===== src/inc/ptc_defs.vh =====
// Register map, field positions, codes and reset values of the periodic timer block
`ifndef PTC_DEFS_VH
`define PTC_DEFS_VH
// ==========================================================
// Per-timer register offsets, timer base = index * 8
`define PTC_OFS_CTL0 3'h0
`define PTC_OFS_CTL1 3'h1
`define PTC_OFS_CNTL 3'h2
`define PTC_OFS_CNTH 3'h3
`define PTC_OFS_CMPAL 3'h4
`define PTC_OFS_CMPAH 3'h5
`define PTC_OFS_CMPPL 3'h6
`define PTC_OFS_CMPPH 3'h7
// ==========================================================
// Shared registers
`define PTC_OFS_ROUTE 8'h20
`define PTC_OFS_STAT 8'h21
`define PTC_OFS_MASK 8'h22
// ==========================================================
// First control register fields
`define PTC_C0_RUN 7
`define PTC_C0_PAU 6
`define PTC_C0_CKS_HI 2
`define PTC_C0_CKS_LO 0
// Second control register fields
`define PTC_C1_MODE_HI 7
`define PTC_C1_MODE_LO 6
`define PTC_C1_IO_HI 5
`define PTC_C1_IO_LO 4
`define PTC_C1_POL 3
`define PTC_C1_EDGE 2
`define PTC_C1_CCLR 0
// ==========================================================
// Clock source codes
`define PTC_CKS_SYS4 3'h0
`define PTC_CKS_SYS 3'h1
`define PTC_CKS_H16 3'h2
`define PTC_CKS_H64 3'h3
`define PTC_CKS_SUB0 3'h4
`define PTC_CKS_SUB1 3'h5
// Operating modes
`define PTC_MODE_CMP 2'h0
`define PTC_MODE_TMR 2'h1
`define PTC_MODE_PWM 2'h2
`define PTC_MODE_SPO 2'h3
// Compare match output actions
`define PTC_IO_LOW 2'h1
`define PTC_IO_HIGH 2'h2
`define PTC_IO_TGL 2'h3
// ==========================================================
// Reset values and counter widths
`define PTC_RST_BYTE 8'h00
`define PTC_WIDE 16
`define PTC_NARROW 10
`endif


===== src/hw/ptc_sync.v =====
// Three-stage synchroniser with agreement filter for one pin input
module ptc_sync (
  // Clock and reset
  input wire clk,
  input wire rst_n,
  // Pin side
  input wire asyncIn,
  // Clock domain side
  output wire syncOut
);
  reg s1_r;
  reg s2_r;
  reg s3_r;
  reg q_r;

  // ==========================================================
  // Stages; level taken only once stage two and three agree
  always @(posedge clk or negedge rst_n) begin
    if (!rst_n) begin
      s1_r <= 1'b0;
      s2_r <= 1'b0;
      s3_r <= 1'b0;
      q_r <= 1'b0;
    end else begin
      s1_r <= asyncIn;
      s2_r <= s1_r;
      s3_r <= s2_r;
      if (s2_r == s3_r) begin
        q_r <= s3_r;
      end
    end
  end

  assign syncOut = q_r;
endmodule // ptc_sync


===== src/hw/ptc_timer.v =====
// One periodic timer: count-up counter, two comparators, output control
`include "ptc_defs.vh"
module ptc_timer #(
  parameter WIDTH = 16
) (
  // Clock and reset
  input wire clk,
  input wire rst_n,
  // Control
  input wire tick,
  input wire run,
  input wire pause,
  input wire [1:0] mode,
  input wire [1:0] ioSel,
  input wire pol,
  input wire cclr,
  input wire trig,
  // Compare values
  input wire [15:0] cmpA,
  input wire [15:0] cmpP,
  // Results
  output wire [15:0] cntOut,
  output wire matchA,
  output wire matchP,
  output wire lvl
);
  reg [WIDTH-1:0] cnt_r;
  reg [WIDTH-1:0] cnt_nxt;
  reg runD_r;
  reg spoOn_r;
  reg out_r;
  reg out_nxt;

  // ==========================================================
  // Count qualification and comparators
  wire runRise = run & ~runD_r;
  wire gate = (mode != `PTC_MODE_SPO) | spoOn_r;
  wire active = run & ~pause & tick & gate;
  assign matchA = active & (cnt_r == cmpA[WIDTH-1:0]);
  assign matchP = active & (cnt_r == cmpP[WIDTH-1:0]);
  wire ovf = active & (&cnt_r);
  wire clrHit = cclr ? matchA : matchP;
  wire spoEnd = (mode == `PTC_MODE_SPO) & matchA;

  // Next counter value
  always @* begin
    cnt_nxt = cnt_r;
    if (runRise) begin
      cnt_nxt = {WIDTH{1'b0}};
    end else if (active) begin
      if (clrHit | ovf | spoEnd) begin
        cnt_nxt = {WIDTH{1'b0}};
      end else begin
        cnt_nxt = cnt_r + 1'b1;
      end
    end
  end

  // Next output level per mode
  always @* begin
    out_nxt = out_r;
    case (mode)
      `PTC_MODE_CMP: begin
        if (matchA) begin
          case (ioSel)
            `PTC_IO_LOW: out_nxt = 1'b0;
            `PTC_IO_HIGH: out_nxt = 1'b1;
            `PTC_IO_TGL: out_nxt = ~out_r;
            default: out_nxt = out_r;
          endcase
        end
      end
      `PTC_MODE_TMR: out_nxt = 1'b0;
      `PTC_MODE_PWM: out_nxt = (cnt_r < cmpA[WIDTH-1:0]);
      `PTC_MODE_SPO: out_nxt = spoOn_r;
      default: out_nxt = out_r;
    endcase
    if (!run) begin
      out_nxt = 1'b0;
    end
  end

  // ==========================================================
  // State registers
  always @(posedge clk or negedge rst_n) begin
    if (!rst_n) begin
      cnt_r <= {WIDTH{1'b0}};
      runD_r <= 1'b0;
      spoOn_r <= 1'b0;
      out_r <= 1'b0;
    end else begin
      cnt_r <= cnt_nxt;
      runD_r <= run;
      out_r <= out_nxt;
      if (!run) begin
        spoOn_r <= 1'b0;
      end else if (mode == `PTC_MODE_SPO && trig && !spoOn_r) begin
        spoOn_r <= 1'b1;
      end else if (spoEnd) begin
        spoOn_r <= 1'b0;
      end
    end
  end

  // Counter zero-extended to the common width
  generate
    if (WIDTH < 16) begin : gExt
      assign cntOut = {{(16-WIDTH){1'b0}}, cnt_r};
    end else begin : gFull
      assign cntOut = cnt_r[15:0];
    end
  endgenerate

  assign lvl = out_r ^ pol;
endmodule // ptc_timer


===== src/hw/ptc_top.v =====
// Periodic timer block: four timers, clock sources, registers, interrupt
//
// Contract
// - Four timers, two 16-bit, two 10-bit
// - Timer, compare, single pulse, PWM modes
// - Counter equal comparator raises interrupt
// - Separate comparator A and P interrupts
// - Three-bit clock select in first control
// - Sources: system, high, sub, external pin
// - External pin clocks the counter
// - External active edge rising or falling
// - External pin triggers single pulse
// - Compare output high, low or toggle
// - Inverted output mirrors primary output
// - Run bit rising edge clears counter
// - Overflow or compare match clears counter
// - Low bytes pass through shared buffer
`include "ptc_defs.vh"
module ptc_top (
  // Clock and reset
  input wire clk,
  input wire rst_n,
  // Register port
  input wire [7:0] addr,
  input wire [7:0] wrData,
  input wire wrEn,
  input wire rdEn,
  output wire [7:0] rdData,
  // Clock source pins
  input wire subClk,
  input wire [15:0] extClkPin,
  // Timer outputs
  output wire [3:0] priOut,
  output wire [3:0] invOut,
  // Interrupt
  output wire irq
);
  integer i;

  reg [7:0] ctl0_r [0:3];
  reg [7:0] ctl1_r [0:3];
  reg [15:0] cmpA_r [0:3];
  reg [15:0] cmpP_r [0:3];
  reg [7:0] lowBuf_r [0:3];
  reg [7:0] route_r;
  reg [7:0] stat_r;
  reg [7:0] mask_r;
  reg [7:0] rdData_r;
  reg [7:0] rdNxt;
  reg [5:0] presc_r;
  reg subQD_r;
  reg [3:0] extQD_r;
  reg [3:0] pri_r;
  reg [3:0] inv_r;

  wire [15:0] cnt [0:3];
  wire [3:0] matchA;
  wire [3:0] matchP;
  wire [3:0] lvl;
  wire [3:0] extQ;
  wire [7:0] statSet;
  wire subQ;

  // ==========================================================
  // Helpers
  // Valid counter and compare bits of a timer
  function [15:0] widthMask;
    input [1:0] idx;
    begin
      widthMask = (idx < 2'h2) ? 16'hFFFF : 16'h03FF;
    end
  endfunction

  // Offset decode of the timer window
  function isTimOfs;
    input [7:0] a;
    input [2:0] ofs;
    begin
      isTimOfs = (a[7:5] == 3'h0) && (a[2:0] == ofs);
    end
  endfunction

  wire timSel = (addr[7:5] == 3'h0);
  wire [1:0] tIdx = addr[4:3];
  wire [2:0] tOfs = addr[2:0];

  // ==========================================================
  // Internal clock dividers, high clock taken as the system clock
  always @(posedge clk or negedge rst_n) begin
    if (!rst_n) begin
      presc_r <= 6'h00;
    end else begin
      presc_r <= presc_r + 6'h01;
    end
  end

  wire sys4Tick = (presc_r[1:0] == 2'h3);
  wire h16Tick = (presc_r[3:0] == 4'hF);
  wire h64Tick = (presc_r == 6'h3F);

  // Sub clock pin, rising edge becomes an enable
  ptc_sync uSubSync (
    .clk(clk),
    .rst_n(rst_n),
    .asyncIn(subClk),
    .syncOut(subQ)
  );

  wire subTick = subQ & ~subQD_r;

  // Edge history of synchronised pins
  always @(posedge clk or negedge rst_n) begin
    if (!rst_n) begin
      subQD_r <= 1'b0;
      extQD_r <= 4'h0;
    end else begin
      subQD_r <= subQ;
      extQD_r <= extQ;
    end
  end

  // ==========================================================
  // Timer instances with pin routing and source selection
  genvar g;
  generate
    for (g = 0; g < 4; g = g + 1) begin : gTim
      wire [1:0] pinSel = route_r[7-2*g -: 2];
      wire pinRaw = extClkPin[4*g + pinSel];
      wire rise = extQ[g] & ~extQD_r[g];
      wire fall = ~extQ[g] & extQD_r[g];
      wire actEdge = ctl1_r[g][`PTC_C1_EDGE] ? fall : rise;
      wire [2:0] cks = ctl0_r[g][`PTC_C0_CKS_HI:`PTC_C0_CKS_LO];
      reg tick;

      // Pin synchroniser after the routing multiplexer
      ptc_sync uExtSync (
        .clk(clk),
        .rst_n(rst_n),
        .asyncIn(pinRaw),
        .syncOut(extQ[g])
      );

      // Counter clock enable from the selected source
      always @* begin
        case (cks)
          `PTC_CKS_SYS4: tick = sys4Tick;
          `PTC_CKS_SYS: tick = 1'b1;
          `PTC_CKS_H16: tick = h16Tick;
          `PTC_CKS_H64: tick = h64Tick;
          `PTC_CKS_SUB0: tick = subTick;
          `PTC_CKS_SUB1: tick = subTick;
          default: tick = actEdge;
        endcase
      end

      ptc_timer #(
        .WIDTH((g < 2) ? `PTC_WIDE : `PTC_NARROW)
      ) uTim (
        .clk(clk),
        .rst_n(rst_n),
        .tick(tick),
        .run(ctl0_r[g][`PTC_C0_RUN]),
        .pause(ctl0_r[g][`PTC_C0_PAU]),
        .mode(ctl1_r[g][`PTC_C1_MODE_HI:`PTC_C1_MODE_LO]),
        .ioSel(ctl1_r[g][`PTC_C1_IO_HI:`PTC_C1_IO_LO]),
        .pol(ctl1_r[g][`PTC_C1_POL]),
        .cclr(ctl1_r[g][`PTC_C1_CCLR]),
        .trig(actEdge),
        .cmpA(cmpA_r[g]),
        .cmpP(cmpP_r[g]),
        .cntOut(cnt[g]),
        .matchA(matchA[g]),
        .matchP(matchP[g]),
        .lvl(lvl[g])
      );

      // Status bit pair: A low, P high
      assign statSet[2*g] = matchA[g];
      assign statSet[2*g+1] = matchP[g];
    end
  endgenerate

  // ==========================================================
  // Output pins, both from flops so they never skew
  always @(posedge clk or negedge rst_n) begin
    if (!rst_n) begin
      pri_r <= 4'h0;
      inv_r <= 4'hF;
    end else begin
      pri_r <= lvl;
      inv_r <= ~lvl;
    end
  end

  assign priOut = pri_r;
  assign invOut = inv_r;

  // ==========================================================
  // Register writes and buffer transfers
  always @(posedge clk or negedge rst_n) begin
    if (!rst_n) begin
      for (i = 0; i < 4; i = i + 1) begin
        ctl0_r[i] <= `PTC_RST_BYTE;
        ctl1_r[i] <= `PTC_RST_BYTE;
        cmpA_r[i] <= 16'h0000;
        cmpP_r[i] <= 16'h0000;
        lowBuf_r[i] <= `PTC_RST_BYTE;
      end
      route_r <= `PTC_RST_BYTE;
      mask_r <= `PTC_RST_BYTE;
    end else begin
      if (wrEn && timSel) begin
        case (tOfs)
          `PTC_OFS_CTL0: ctl0_r[tIdx] <= wrData;
          `PTC_OFS_CTL1: ctl1_r[tIdx] <= wrData;
          `PTC_OFS_CNTL: lowBuf_r[tIdx] <= wrData;
          `PTC_OFS_CMPAL: lowBuf_r[tIdx] <= wrData;
          `PTC_OFS_CMPPL: lowBuf_r[tIdx] <= wrData;
          `PTC_OFS_CMPAH: cmpA_r[tIdx] <= {wrData, lowBuf_r[tIdx]} & widthMask(tIdx);
          `PTC_OFS_CMPPH: cmpP_r[tIdx] <= {wrData, lowBuf_r[tIdx]} & widthMask(tIdx);
          default: ; // Counter high byte is read only
        endcase
      end
      if (rdEn && timSel) begin
        case (tOfs)
          `PTC_OFS_CNTH: lowBuf_r[tIdx] <= cnt[tIdx][7:0];
          `PTC_OFS_CMPAH: lowBuf_r[tIdx] <= cmpA_r[tIdx][7:0];
          `PTC_OFS_CMPPH: lowBuf_r[tIdx] <= cmpP_r[tIdx][7:0];
          default: ;
        endcase
      end
      if (wrEn && addr == `PTC_OFS_ROUTE) begin
        route_r <= wrData;
      end
      if (wrEn && addr == `PTC_OFS_MASK) begin
        mask_r <= wrData;
      end
    end
  end

  // ==========================================================
  // Read multiplexer, low bytes come from the buffer
  always @* begin
    rdNxt = 8'h00;
    if (timSel) begin
      case (tOfs)
        `PTC_OFS_CTL0: rdNxt = ctl0_r[tIdx];
        `PTC_OFS_CTL1: rdNxt = ctl1_r[tIdx];
        `PTC_OFS_CNTH: rdNxt = cnt[tIdx][15:8];
        `PTC_OFS_CMPAH: rdNxt = cmpA_r[tIdx][15:8];
        `PTC_OFS_CMPPH: rdNxt = cmpP_r[tIdx][15:8];
        default: rdNxt = lowBuf_r[tIdx];
      endcase
    end else begin
      case (addr)
        `PTC_OFS_ROUTE: rdNxt = route_r;
        `PTC_OFS_STAT: rdNxt = stat_r;
        `PTC_OFS_MASK: rdNxt = mask_r;
        default: rdNxt = 8'h00;
      endcase
    end
  end

  // Read data held for the cycle after the strobe only
  always @(posedge clk or negedge rst_n) begin
    if (!rst_n) begin
      rdData_r <= 8'h00;
    end else if (rdEn) begin
      rdData_r <= rdNxt;
    end else begin
      rdData_r <= 8'h00;
    end
  end

  assign rdData = rdData_r;

  // ==========================================================
  // Sticky status, cleared by reading it; a new match wins
  wire statRd = rdEn && (addr == `PTC_OFS_STAT);

  always @(posedge clk or negedge rst_n) begin
    if (!rst_n) begin
      stat_r <= 8'h00;
    end else begin
      stat_r <= (stat_r & {8{~statRd}}) | statSet;
    end
  end

  assign irq = |(stat_r & mask_r);
endmodule // ptc_top


===== config.mk =====
export PLATFORM = sky130hd
export DESIGN_NAME = ptc_top
export DESIGN_NICKNAME = d
export VERILOG_FILES = /design/src/hw/ptc_sync.v /design/src/hw/ptc_timer.v /design/src/hw/ptc_top.v
export VERILOG_INCLUDE_DIRS = /design/src /design/src/inc
export SDC_FILE = /design/constraint.sdc
export NUM_CORES = 1
export LEC_CHECK = 0
export BUFFER_PORTS_ARGS = -buffer_cell sky130_fd_sc_hd__buf_2
export CORE_UTILIZATION = 30
export DETAILED_ROUTE_END_ITERATION = 12
export GPL_ROUTABILITY_DRIVEN = 0
export GPL_TIMING_DRIVEN = 0
export PLACE_DENSITY_LB_ADDON = 0.08
export SLEW_MARGIN = 10
export SYNTH_ARGS = -nofsm -noshare
export SYNTH_HDL_FRONTEND = slang
export SYNTH_SLANG_ARGS = --single-unit

===== constraint.sdc =====
create_clock -name clk -period 4.6 [get_ports clk]
set_input_delay 1.15 -clock clk [delete_from_list [all_inputs] [get_ports clk]]
set_output_delay 1.15 -clock clk [all_outputs]
set_load 0.02 [all_outputs]

# [After elaboration in Yosys (flattened, before gate mapping)]
# Index checks and enable logic that the tools add are counted.
# W data, S select, Z words.
[word_totals] regBits=359 latch_bits=0 ram_bits=0 mem_bits_ro=0 input_bits=37 output_inout_bits=17 memories=0
[op_classes] add_sub_neg=8 n_mul=0 n_div=0 n_lt_le_gt_ge=11 n_eq_ne=86 shifts=0 muxes=99 bitwise_logic=85 reduce_logical=50
[op_table] operator="$mux W16" n=14
[op_table] operator="$bwmux W32" n=6
[op_table] operator="$bwmux W64" n=2
[op_table] operator="$bmux W16 S2" n=3
[op_table] operator="$mux W32" n=3
[op_table] operator="$pmux W32 S3" n=1
[op_table] operator="$mux W8" n=9
[op_table] operator="$eq A16 B16 Y1" n=4
[op_table] operator="$mux W10" n=6
[op_table] operator="$bmux W8 S2" n=3
[op_table] operator="$and A1 B1 Y1" n=41
[op_table] operator="$eq A10 B10 Y1" n=4
[op_table] operator="$pmux W8 S5" n=1
[op_table] operator="$eq A3 B3 Y1 const B" n=12
[op_table] operator="$eq A2 B2 Y1 const B" n=17
[op_table] operator="$add A16 B1 Y16 const B" n=2
[op_table] operator="$demux W16 S2" n=1
[op_table] operator="$lt A16 B16 Y1" n=2
[op_table] operator="$mux W1" n=32
[op_table] operator="$reduce_and A16 Y1" n=2
[op_table] operator="$eq A3 B2 Y1 const B" n=10
[op_table] operator="$eq A8 B6 Y1 const B" n=3
[op_table] operator="$pmux W8 S3" n=1
[op_table] operator="$not A1 Y1" n=22
[op_table] operator="other kinds (43)" n=138

# [Depth between registers and ports, before layout]
# Gate-level depths: netlist of run 1.
[depth] ltp_word=13 ltp_mapped=10

# [Modules after synthesis]
# Synthesis of run 1 repeated with hierarchy kept, for this count alone.
[hier_totals] cells_unflattened=1701 area_unflattened_um2=19960.4
[modules_own_cells] mod="ptc_top" instances=1 cells_each=986 area_each_um2=13469.2 seq_area_each_um2=6886.6
[modules_own_cells] mod="ptc_timer (gTim[2].uTim ...)" instances=2 cells_each=145 area_each_um2=1242.4 seq_area_each_um2=325.3
[modules_own_cells] mod="ptc_timer (gTim[0].uTim)" instances=1 cells_each=204 area_each_um2=1736.7 seq_area_each_um2=475.5
[modules_own_cells] mod="ptc_timer (gTim[1].uTim)" instances=1 cells_each=196 area_each_um2=1712.9 seq_area_each_um2=475.5
[modules_own_cells] mod="ptc_sync" instances=5 cells_each=5 area_each_um2=111.4 seq_area_each_um2=100.1

# [Worst setup path before layout of run 1]
# No wires, ideal clock.
[synth_timing] path_type="in2reg" from="in addr[7]" to="reg lowBuf_r[24] in the netlist's numbering" arrival_ns=2.636 required_ns=4.476 path_slack_ns=1.840 path_stages=8 path_cell_list="nor3_2 -> nand2_1 -> or3_1 -> buf_2 -> or3_1 -> buf_2 -> mux2i_1 -> o21ai_1"
[synth_via] elab_chain_cells=6 elab_cells_between_ends=9 classes_between="mux: 6; reduce/logical: 3"
[synth_lines] element="start: declaration" line="ptc_top.v:24" rtl="input wire [7:0] addr,"
[synth_lines] element="$logic_not A3 Y1 (*)" line="ptc_top.v:83" rtl="wire timSel = (addr[7:5] == 3'h0);"
[synth_lines] element="$logic_and A1 B1 Y1" line="ptc_top.v:212" rtl="if (wrEn && timSel) begin"
[synth_lines] element="$mux W32" line="ptc_top.v:212"
[synth_lines] element="$bwmux W32, on equally long branches" line="ptc_top.v:228, ptc_top.v:226, ptc_top.v:227"
[synth_lines] element="$pmux W32 S3" line="ptc_top.v:225" rtl="case (tOfs)"
[synth_lines] element="$mux W32 (*)" line="ptc_top.v:224" rtl="if (rdEn && timSel) begin"
[synth_lines] element="end signal: indexed assignment" line="ptc_top.v:226" rtl="`PTC_OFS_CNTH: lowBuf_r[tIdx] <= cnt[tIdx][7:0];"
[synth_lines] element="end signal: indexed assignment" line="ptc_top.v:227" rtl="`PTC_OFS_CMPAH: lowBuf_r[tIdx] <= cmpA_r[tIdx][7:0];"
[synth_lines] element="end signal: indexed assignment" line="ptc_top.v:228" rtl="`PTC_OFS_CMPPH: lowBuf_r[tIdx] <= cmpP_r[tIdx][7:0];"
[synth_lines] element="end: declaration" line="ptc_top.v:44" rtl="reg [7:0] lowBuf_r [0:3];"
# Mark *: on every way between the ends. The rest lies on a longest branch, timed or not.
# A chain may end at the register's enable or synchronous reset.

# [Worst setup path after layout of run 1]
[layout_timing] from="in addr[2]" to="reg lowBuf_r[28] in the netlist's numbering"
[layout_via] elab_chain_cells=7 elab_cells_between_ends=14 classes_between="eq/ne: 6; mux: 7; reduce/logical: 1"
[layout_lines] element="$eq A3 B3 Y1 / $eq A3 B2 Y1 (equally long branches)" line="ptc_top.v:213" rtl="case (tOfs)"
[layout_lines] element="$reduce_or A3 Y1 (no line)"
[layout_lines] element="$mux W32"
[layout_lines] element="$mux W32" line="ptc_top.v:212"
[layout_lines] element="$bwmux W32, on equally long branches" line="ptc_top.v:228, ptc_top.v:226, ptc_top.v:227"
[layout_lines] element="$pmux W32 S3" line="ptc_top.v:225"
[layout_lines] element="$mux W32 (*)" line="ptc_top.v:224"
# Marked as above.

==> flow_metrics.py, run 1 <==
metrics = {
    "die": {
        "core_area_um2": 63100,
        "die_h_um": 255,
        "dieArea_um2": 64900,
        "chipWidth_um": 255,
        "fp-row-count": 92,
        "top_level_ports": 54,
        "start_util": 0.304,
    },
    "detailed_routing": {
        "routed_wirelength_mm": 73.6,
        "avgRoutedWirePerCell_um": 27.5,
        "firstDrtPassIters": 5,
        "detail-route-antenna-nets": 0,
        "drt-initial-drc-count": 1156,
        "drc_errors": 0,
        "viasPerCell": 5.45,
        "vias": 14581,
    },
    "synthesis": {
        "synth_fp_nets": 1795,
        "yosysTopAreaCellShare": 0.463,
        "yosysMostFrequentCell": "dfrtp_1",
        "yosysUniqueCellTypes": 78,
        "synth_edf_count": 0,
        "synth_area_leaders": "dfrtp_1 46%, mux4_2 8.3%, mux2_2 8.2%",
        "synth_flop_cell": "dfrtp_1",
        "yosys_warnings": 0,
        "synthArstFlopShare": 1.00,
        "synth_cells": 1701,
        "ys_top_cells_by_count": "355 x dfrtp_1, 139 x mux2_2, 134 x nand2_1",
        "syn-cell-area_um2": 19200,
        "synth.avg_cell_area_um2": 11.3,
        "ys_seq_area_frac": 0.469,
        "yosysTopAreaCell": "dfrtp_1",
        "ys_ff_latch": 359,
    },
    "clock_network": {
        "post-cts-setup-buffers": 0,
        "insertion_delay_ns": 0.61,
        "path_clk_slew_ns": 0.06,
        "cts.sinks": 359,
        "clock_path_buffers": 3,
        "ctsResizeCount": 0,
        "hold_buffers": 0,
        "htreeDepth": 2,
        "cts_root_buf": "clkbuf_16",
        "cts_tree": "yes",
        "numCtsBuffers": 45,
    },
    "setup_path": {
        "endpoint_kind": "register",
        "worst_path_max_delay_cell": "nor3_1",
        "crit_chain": "buf_2, inv_1, nand2_2, nand4_1, nor3_1, buf_2, nand3_1, o21ai_1",
        "worst_ep_required_time_ns": 5.12,
        "cpMostUsedCell": "buf_2",
        "crit_start": "addr[2]",
        "max_stage_delay_ns": 0.97,
        "crit_path_max_fanout": 10,
        "arrival_ns": 3.94,
        "r2r_start": "gTim[1].uTim.cntOut[15]$_DFFE_PN0P_",
        "worstSetupPathType": "in -> reg",
        "cp-start-kind": "input pin",
    },
    "final_layout": {
        "fillCellCount": 6378,
        "area_delta_synth_final_pct": 15.4,
        "post-route-util": 0.351,
        "layout-drive-gt1-share": 0.215,
        "nets": 1889,
    },
    "sta": {
        "relSlewSlack": 0.141,
        "fin_crit_ns": 3.42,
        "fmax_ghz": 0.292,
        "setup-violations-final": 0,
        "finalCritPeriodShare": 0.744,
        "fin_skew_ns": 0.0250,
        "drv_slew": 0,
        "grt_setup_unrepaired": "false",
        "tightest_slew_ns": 1.27,
        "hold_viol_final": 0,
    },
    "status": {
        "status": "finished clean",
    },
    "pwr": {
        "p_total_uw": 8160,
        "pwr_density_cell_nw_per_um2": 369,
        "peakVddDrop_uv": 217,
        "p_leak_uw": 0.0101,
    },
    "grt": {
        "grt_max_degree": 102,
        "grt_pass1_wl_mm": 107,
        "grt.total_usage": 0.233,
        "grt_antenna_before_repair": 1,
        "grt-ovfl-total": 0,
        "grt_pass1_vias": 14842,
    },
    "min_path": {
        "worstHoldPathType": "reg -> reg",
        "min_from": "uSubSync.s1_r$_DFF_PN0_",
    },
    "place": {
        "post-dp-hpwl_mm": 55.1,
        "io_buffer_count": 44,
    },
    "flow_run": {
        "drv_cap": 0,
    },
}
==> per-layer routing <==
layer / part of all wire / wire length, um / vias to the layer above / global-route usage
li1: - / - / 6459 / -
met1: 0.47 / 34900 / 7594 / 0.338
met2: 0.43 / 32000 / 429 / 0.344
met3: 0.063 / 4670 / 99 / 0.0458
met4: 0.029 / 2120 / 0 / 0.0772
met5: 0 / 0 / - / 0
==> logic make-up after synthesis <==
family | count (synthesis) | share of synthesized area
AO/OA/AOI/OAI | 319 | 0.107
XOR/XNOR | 68 | 0.0311
adder cells (fa/ha/maj) | 62 | 0.0398
buffers and inverters | 174 | 0.0384
flip-flops | 359 | 0.469
multiplexers | 265 | 0.194
AND/OR/NAND/NOR | 454 | 0.122
==> final cells by class <==
| type | count | area, um^2 | area share |
|---|---|---|---|
| multi-input combinational | 1168 | 9460 | 0.427 |
| sequential | 359 | 8990 | 0.406 |
| clock buffer | 61 | 1260 | 0.0568 |
| tap | 846 | 1060 | 0.0478 |
| buffer | 92 | 428 | 0.0193 |
| clock inverter | 20 | 317 | 0.0143 |
| timing repair buffer | 47 | 313 | 0.0141 |
| inverter | 82 | 308 | 0.0139 |
| antenna | 2 | 5.00 | 0.000226 |
==> flip-flops by register name, summed over array words and instances, names as in the netlist, 6 cells and up <==
register / cells
cmpA_r: 64
cmpP_r: 64
ctl0_r: 32
ctl1_r: 32
gTim.uTim.cntOut: 32
lowBuf_r: 32
gTim.uTim.cnt_r: 20
mask_r: 8
rdData: 8
route_r: 8
stat_r: 8
presc_r: 6
==> worst paths after layout <==
kind / to / slack, ns / depth (start not counted)
setup / recovery: lowBuf_r[28]$_DFF_PN0_ / 1.18 / 8
hold / removal: uSubSync.s2_r$_DFF_PN0_ / 0.35 / 0
setup reg to reg: gTim[1].uTim.cntOut[6]$_DFFE_PN0P_ / 1.60 / 9
hold reg to reg: uSubSync.s2_r$_DFF_PN0_ / 0.35 / 0
max in group asynchronous: cmpA_r[3]$_DFFE_PN0P_ / 2.65 / 3
min in group asynchronous: gTim[1].uExtSync.s1_r$_DFF_PN0_ / 0.50 / 1
==> worst max-delay path, delay by kind of cell <==
kind | cells | cell delay (ns)
simple gates | 4 | 1.79
buf+inv | 3 | 0.86
compound gates | 1 | 0.13
==> report_power, final <==
group	switching, uW	total, uW	internal (uW)
registers	169	3490	3320
clock network	1530	3840	2320
logic	535	823	288
==> cells in the final DEF, fill, tap and decap left out, types with 12 or more instances in the layout <==
cell / count
xnor2_1: 44
nand2_1: 134
inv_1: 81
nand2b_1: 12
buf_2: 75
nor2_1: 50
nor3_1: 30
xor2_1: 24
o21ai_0: 110
and3_1: 25
clkbuf_16: 45
o31ai_1: 15
mux4_2: 71
nand3_1: 73
and2_1: 15
mux2_2: 139
nor4_1: 19
nand4_1: 28
ha_1: 57
clkbuf_1: 53
mux2i_1: 55
a21o_1: 15
dfrtp_1: 355
a21oi_1: 41
nor2b_1: 20
a31oi_1: 25
==> per-stage QoR <==
stage | setup slack, ns | hold slack, ns | setup TNS [ns] | cells | area (um^2)
5_1_grt | 1.06 | 0.355 | 0 | 2675 | 22100
3_3_place_gp | -5.31 | 0.331 | -1868.19 | 2591 | 20500
2_1_floorplan | 1.84 | 0.331 | 0 | 1701 | 19200
4_1_cts | 1.22 | 0.350 | 0 | 2675 | 22100
3_5_place_dp | 0.587 | 0.337 | 0 | 2594 | 20600
6_report | 1.18 | 0.347 | 0 | 2677 | 22100
(Power assumes the default switching activity.)
==> run 2, diff against run 1 <==
- ABC_AREA: not set -> 1
- clock period: 4.6 -> 3.1 ns (I/O delays scaled with it)
==> run 2 against run 1 <==
Against the previous run: synthesized area rose by 2.2%; clock-buffer cell count decreased by 3; sequential power is 52% higher; critical path type unchanged; global-route usage up 2.1 points; synthesized cell count increased by 50%; setup slack got worse by 1.2 ns; power grew 53%; cell count is 32% higher; core utilization is 0.053 points higher.
==> flow_metrics.py, run 2 <==
metrics = {
    "sta": {
        "tightest_slew_ns": 1.21,
        "relSlewSlack": 0.192,
        "grt_setup_unrepaired": "false",
        "fin_crit_ns": 3.10,
        "finalCritPeriodShare": 1.00,
        "drv_slew": 0,
        "worst_slack_ns": 0.00133,
        "hold_slack_ns": 0.134,
        "fin_skew_ns": 0.0380,
        "hold_viol_final": 0,
        "fmax_ghz": 0.323,
        "setup-violations-final": 0,
    },
    "pwr": {
        "swShare": 0.293,
        "pwr_density_cell_nw_per_um2": 553,
        "power_switching_uw": 3670,
        "peakVddDrop_uv": 409,
        "power_frac_comb": 0.127,
        "p_int_uw": 8850,
        "p_clk_frac": 0.450,
        "seq_power_share": 0.422,
        "p_total_uw": 12500,
        "p_leak_uw": 0.0109,
    },
    "die": {
        "start_util": 0.304,
        "fp-row-count": 93,
        "core_area_um2": 64500,
        "die_h_um": 258,
        "dieArea_um2": 66300,
        "top_level_ports": 54,
        "chipWidth_um": 258,
    },
    "synthesis": {
        "yosys.area_share.simple": 0.234,
        "synth_cells": 2543,
        "syn-cell-area_um2": 19600,
        "yosysTopAreaCell": "dfrtp_1",
        "synth_compound_area_frac": 0.148,
        "synth_fp_nets": 2637,
        "synth_area_leaders": "dfrtp_1 45%, nand2_1 13%, o21ai_0 7.2%",
        "muxShareOfSynthArea": 0,
        "synth.avg_cell_area_um2": 7.70,
        "ys_seq_area_frac": 0.459,
        "yosys.area_share.xor_xnor": 0.0313,
        "synthAdderAreaFrac": 0.0390,
        "yosysUniqueCellTypes": 48,
        "yosys_warnings": 0,
        "synthArstFlopShare": 1.00,
        "ys_ff_latch": 359,
        "synth_flop_cell": "dfrtp_1",
        "ys_top_cells_by_count": "677 x nand2_1, 355 x dfrtp_1, 312 x inv_1",
        "synth_top_family_by_area": "simple AND/OR/NAND/NOR gates",
        "synth_edf_count": 0,
        "yosysTopAreaCellShare": 0.453,
        "yosysMostFrequentCell": "nand2_1",
    },
    "clock_network": {
        "path_clk_slew_ns": 0.05,
        "cts_tree": "yes",
        "post-cts-setup-buffers": 0,
        "insertion_delay_ns": 0.62,
        "cts_root_buf": "clkbuf_16",
        "numCtsBuffers": 44,
        "cts.sinks": 359,
        "clock_path_buffers": 3,
        "htreeDepth": 2,
    },
    "place": {
        "dp_slack_ns": -0.724,
        "post-dp-hpwl_mm": 64.4,
        "placed_area_um2": 21100,
        "io_buffer_count": 50,
    },
    "min_path": {
        "worstHoldPathType": "in -> async",
    },
    "final_layout": {
        "reg.largest.list": "cmpA_r: 64 flops, cmpP_r: 64 flops",
        "area_delta_synth_final_pct": 15.6,
        "diodes": 0,
        "final_cell_mix": "677 x nand2_1, 355 x dfrtp_1, 310 x inv_1, 281 x o21ai_0, 176 x nor2_1",
        "final_common_cell": "nand2_1",
        "layout-drive-gt1-share": 0.0949,
        "fillCellCount": 6951,
        "fin_area_um2": 22600,
        "nets": 2739,
    },
    "detailed_routing": {
        "firstDrtPassIters": 7,
        "avgRoutedWirePerCell_um": 23.8,
        "drt-initial-drc-count": 1592,
        "vias": 18189,
        "drc_errors": 0,
        "viasPerCell": 5.15,
        "routed_wirelength_mm": 84.0,
        "detail-route-antenna-nets": 0,
    },
    "setup_path": {
        "arrival_ns": 3.57,
        "worst_ep_required_time_ns": 3.57,
        "worst_path_max_delay_cell": "clkbuf_1",
        "cp-start-kind": "input pin",
        "crit_path_max_fanout": 10,
        "max_stage_delay_ns": 0.81,
        "endpoint_kind": "register",
        "worstSetupPathType": "in -> reg",
        "crit_chain": "buf_2, inv_1, nor2_2, clkbuf_1, a22oi_1, o211ai_1, nand3_1, nand2_1, o21ai_0",
    },
    "flow_run": {
        "drv_cap": 0,
    },
    "status": {
        "status": "finished clean",
    },
    "grt": {
        "grt_pass1_vias": 17596,
        "grt_antenna_before_repair": 1,
        "grt.total_usage": 0.253,
        "grt_max_degree": 93,
        "grt_pass1_wl_mm": 123,
        "grt-ovfl-total": 0,
    },
}
## run 2: cell types whose count changed after synthesis, sizes merged, moves of 22 or more
| cell | previous run | this run |
|---|---|---|
| a21oi | 41 | 125 |
| a31oi | 25 | 3 |
| and3 | 27 | 0 |
| inv | 82 | 323 |
| mux2 | 139 | 0 |
| mux2i | 55 | 0 |
| mux4 | 71 | 0 |
| nand2 | 135 | 681 |
| nand3 | 74 | 116 |
| nor2 | 55 | 200 |
| o21ai | 120 | 301 |
| o22ai | 11 | 54 |
## run 2: area by class of cell
type / instances / area, um^2 / area share
tap: 855 / 1070 / 0.0472
clock inverter: 20 / 339 / 0.0150
inverter: 324 / 1220 / 0.0538
clock buffer: 58 / 1220 / 0.0540
sequential: 359 / 8990 / 0.397
timing repair buffer: 56 / 400 / 0.0177
buffer: 110 / 527 / 0.0233
multi-input combinational: 1750 / 8880 / 0.392
## run 2: repair_timing
action,CTS,global route
pin swaps,0,0
resized for setup,4,1
endpoints found under the setup margin,18,6
hold buffers,0,0
## run 2: kinds of logic (layout without fill, tap and decap cells)
logic type / after synthesis / in the layout
and+or+nand+nor: 1085 / 1085
AOI/OAI and AO/OA: 533 / 533
buffers and inverters: 434 / 568
DFF: 359 / 359
xor gates and xnor gates: 70 / 70
adders and majority gates: 62 / 62
## run 2: worst paths after layout
check | startpoint | endpoint | depth (start not counted) | slack, ns
worst max-delay path | addr[3] | lowBuf_r[13]$_DFF_PN0_ | 9 | 0.001
worst min-delay path | rst_n | gTim[3].uTim.cnt_r[4]$_DFFE_PN0P_ | 1 | 0.13
min in group clk | subClk | uSubSync.s1_r$_DFF_PN0_ | 1 | 0.27
max in group asynchronous | rst_n | lowBuf_r[7]$_DFF_PN0_ | 3 | 1.64
worst max register to register | gTim[0].uTim.cntOut[0]$_DFFE_PN0P_ | gTim[0].uTim.cntOut[13]$_DFFE_PN0P_ | 12 | 0.12
worst min register to register | uSubSync.s1_r$_DFF_PN0_ | uSubSync.s2_r$_DFF_PN0_ | 0 | 0.35
## run 2: worst max-delay path: cells and delay by family
family	cells	cell delay (ns)
compound gates	3	0.53
simple gates	3	1.23
buf+inv	3	1.03
## run 2: stage by stage
stage / utilization / setup TNS [ns] / std cells
floorplan: - / 0 / 2543
global placement: 0.324 / -2309.17 / 3448
detailed placement: 0.327 / -34.65 / 3454
CTS: 0.351 / 0 / 3532
global route: 0.351 / 0 / 3532
finish: 0.351 / 0 / 3532
## run 2: power by group through the flow
stage | sequential (uW) | clock (uW) | combinational, uW
3_3_place_gp | 5360 | 0 | 1530
4_1_cts | 5280 | 5750 | 1590
5_1_grt | 5320 | 5930 | 1740
2_1_floorplan | 5280 | 0 | 829
6_report | 5290 | 5640 | 1590
3_5_place_dp | 5360 | 0 | 1580
## run 2: per-layer routing
layer | track usage | up-vias | part of all wire
met3 | 0.0353 | 161 | 0.059
met2 | 0.401 | 613 | 0.45
li1 | - | 8485 | -
met4 | 0.105 | 2 | 0.043
met5 | 0 | - | 0.00011
met1 | 0.347 | 8928 | 0.45
==> run 3, diff against run 2 <==
- clock period: 3.1 -> 2.8 ns (I/O delays scaled with it)
==> run 3 against run 2 <==
Against the previous run: first-iteration DRC count shrank 1.6%; sequential share of layout area shrank 0.16 points; cell count is essentially flat; critical path type is now reg -> reg.
==> flow_metrics.py, run 3 (synthesis results as in run 2) <==
metrics = {
    "die": {
        "start_util": 0.304,
        "die_h_um": 258,
        "chipWidth_um": 258,
        "top_level_ports": 54,
        "core_area_um2": 64500,
        "fp-row-count": 93,
        "dieArea_um2": 66300,
    },
    "setup_path": {
        "rrSetupSlack_ns": 0.08,
        "crit_path_max_fanout": 10,
        "worst_path_max_delay_cell": "dfrtp_1",
        "cpMostUsedCell": "nand2_1",
        "endpoint_kind": "register",
        "max_stage_delay_ns": 0.51,
        "arrival_ns": 3.20,
        "crit_chain": "ha_1, nand2_1, nor2_1, nand2_1, nor2_1, nand2_1, nand2_1, nand2_2, buf_2, nand3_1, nand2_1",
        "worst_r2r_path_depth": 11,
        "cp-start-kind": "register",
        "worstSetupPathType": "reg -> reg",
        "worst_ep_required_time_ns": 3.28,
        "r2r_start": "gTim[1].uTim.cntOut[3]$_DFFE_PN0P_",
        "regToRegEndpoint": "gTim[1].uTim.cntOut[7]$_DFFE_PN0P_",
    },
    "detailed_routing": {
        "detail-route-antenna-nets": 0,
        "vias": 18154,
        "drc_errors": 0,
        "avgRoutedWirePerCell_um": 23.8,
        "firstDrtPassIters": 5,
        "routed_wirelength_mm": 83.9,
        "drt-initial-drc-count": 1566,
        "viasPerCell": 5.14,
    },
    "sta": {
        "finalCritPeriodShare": 0.972,
        "relSlewSlack": 0.195,
        "finalSetupTns_ns": 0,
        "grt_setup_unrepaired": "false",
        "fmax_ghz": 0.368,
        "drv_slew": 0,
        "setup-violations-final": 0,
        "fin_skew_ns": 0.0390,
        "hold_viol_final": 0,
        "tightest_slew_ns": 1.21,
        "fin_crit_ns": 2.72,
    },
    "clock_network": {
        "insertion_delay_ns": 0.62,
        "htreeDepth": 2,
        "cts.sinks": 359,
        "numCtsBuffers": 44,
        "hold_buffers": 0,
        "cts_tree": "yes",
        "path_clk_slew_ns": 0.06,
        "cts_root_buf": "clkbuf_16",
        "clock_path_buffers": 3,
    },
    "grt": {
        "grt.total_usage": 0.253,
        "grt_max_degree": 93,
        "grt_pass1_wl_mm": 123,
        "grt-ovfl-total": 0,
        "grt_pass1_vias": 17589,
        "grt_antenna_before_repair": 2,
    },
    "pwr": {
        "p_leak_uw": 0.0109,
        "p_total_uw": 13900,
        "pwr_density_cell_nw_per_um2": 611,
        "peakVddDrop_uv": 454,
    },
    "final_layout": {
        "nets": 2741,
        "finalNonFillerCells": 3534,
        "reg.largest.list": "cmpA_r: 64 flops, cmpP_r: 64 flops",
        "layout-drive-gt1-share": 0.101,
        "diodes": 0,
        "final_cell_mix": "676 x nand2_1, 355 x dfrtp_1, 307 x inv_1, 281 x o21ai_0, 172 x nor2_1",
        "final_common_cell": "nand2_1",
        "area_delta_synth_final_pct": 16.1,
    },
    "flow_run": {
        "drv_cap": 0,
    },
    "status": {
        "status": "finished clean",
    },
    "place": {
        "post-dp-hpwl_mm": 64.4,
        "io_buffer_count": 50,
        "dp_cells": 3454,
    },
    "min_path": {
        "worstHoldPathType": "in -> async",
    },
}
-- run 3: power breakdown --
part	switching (uW)	internal, uW	leakage (uW)
Clock	2500	3740	0.000763
Combinational	1300	486	0.00578
Sequential	276	5580	0.00434
-- run 3: worst max-delay path, delay by kind of cell, from the launching register on --
kind	cells	cell delay, ns
flip-flops	1	0.51
AND/OR/NAND/NOR	9	1.50
buffers and inverters	1	0.23
adder cells (fa/ha/maj)	1	0.37
-- run 3: through the flow --
stage	hold slack [ns]	util	cell area (um^2)	setup WS, ns
after global placement	0.336	0.324	20900	-6.62
after detailed placement	0.340	0.327	21100	-0.949
after floorplan	0.331	-	19600	0.772
final	0.0691	0.353	22700	0.0795
after CTS	0.0969	0.352	22700	0.00313
after global routing	0.116	0.353	22700	0.00710
-- run 3: layer usage --
metal	vias to the layer above	routed length (um)	GRT usage
met4	4	3660	0.106
met3	162	4730	0.0354
li1	8493	-	-
met1	8926	37900	0.347
met5	-	22	0
met2	569	37600	0.401
-- run 3: repair_timing --
item / in CTS / in global routing
pin swaps: 0 / 0
buffers inserted: 1 / 1
setup endpoints to repair: 64 / 48
resized for setup: 15 / 11
cloned: 0 / 0
-- run 3: worst max-delay path by stage --
stage,startpoint,endpoint,slack (ns),cells after the start
floorplan,addr[7],cmpP_r[49]$_DFFE_PN0P_,0.77,13
CTS,gTim[2].uTim.cnt_r[4]$_DFFE_PN0P_,gTim[2].uTim.cnt_r[2]$_DFFE_PN0P_,0.003,10
global placement,rst_n,lowBuf_r[6]$_DFF_PN0_,-6.62,1
finish,gTim[1].uTim.cntOut[3]$_DFFE_PN0P_,gTim[1].uTim.cntOut[7]$_DFFE_PN0P_,0.08,11
global route,addr[3],cmpA_r[53]$_DFFE_PN0P_,0.007,9
detailed placement,addr[3],cmpA_r[51]$_DFFE_PN0P_,-0.95,9
-- run 3: layout make-up --
class | instances | area (um^2)
well taps | 855 | 1070
plain buffers | 110 | 536
fillers | 6941 | 41700
inverters | 324 | 1230
multi-input cells | 1750 | 8940
flip-flops and latches | 359 | 8990
clock buffers | 58 | 1220
repair buffers | 58 | 415
clock inverters | 20 | 339
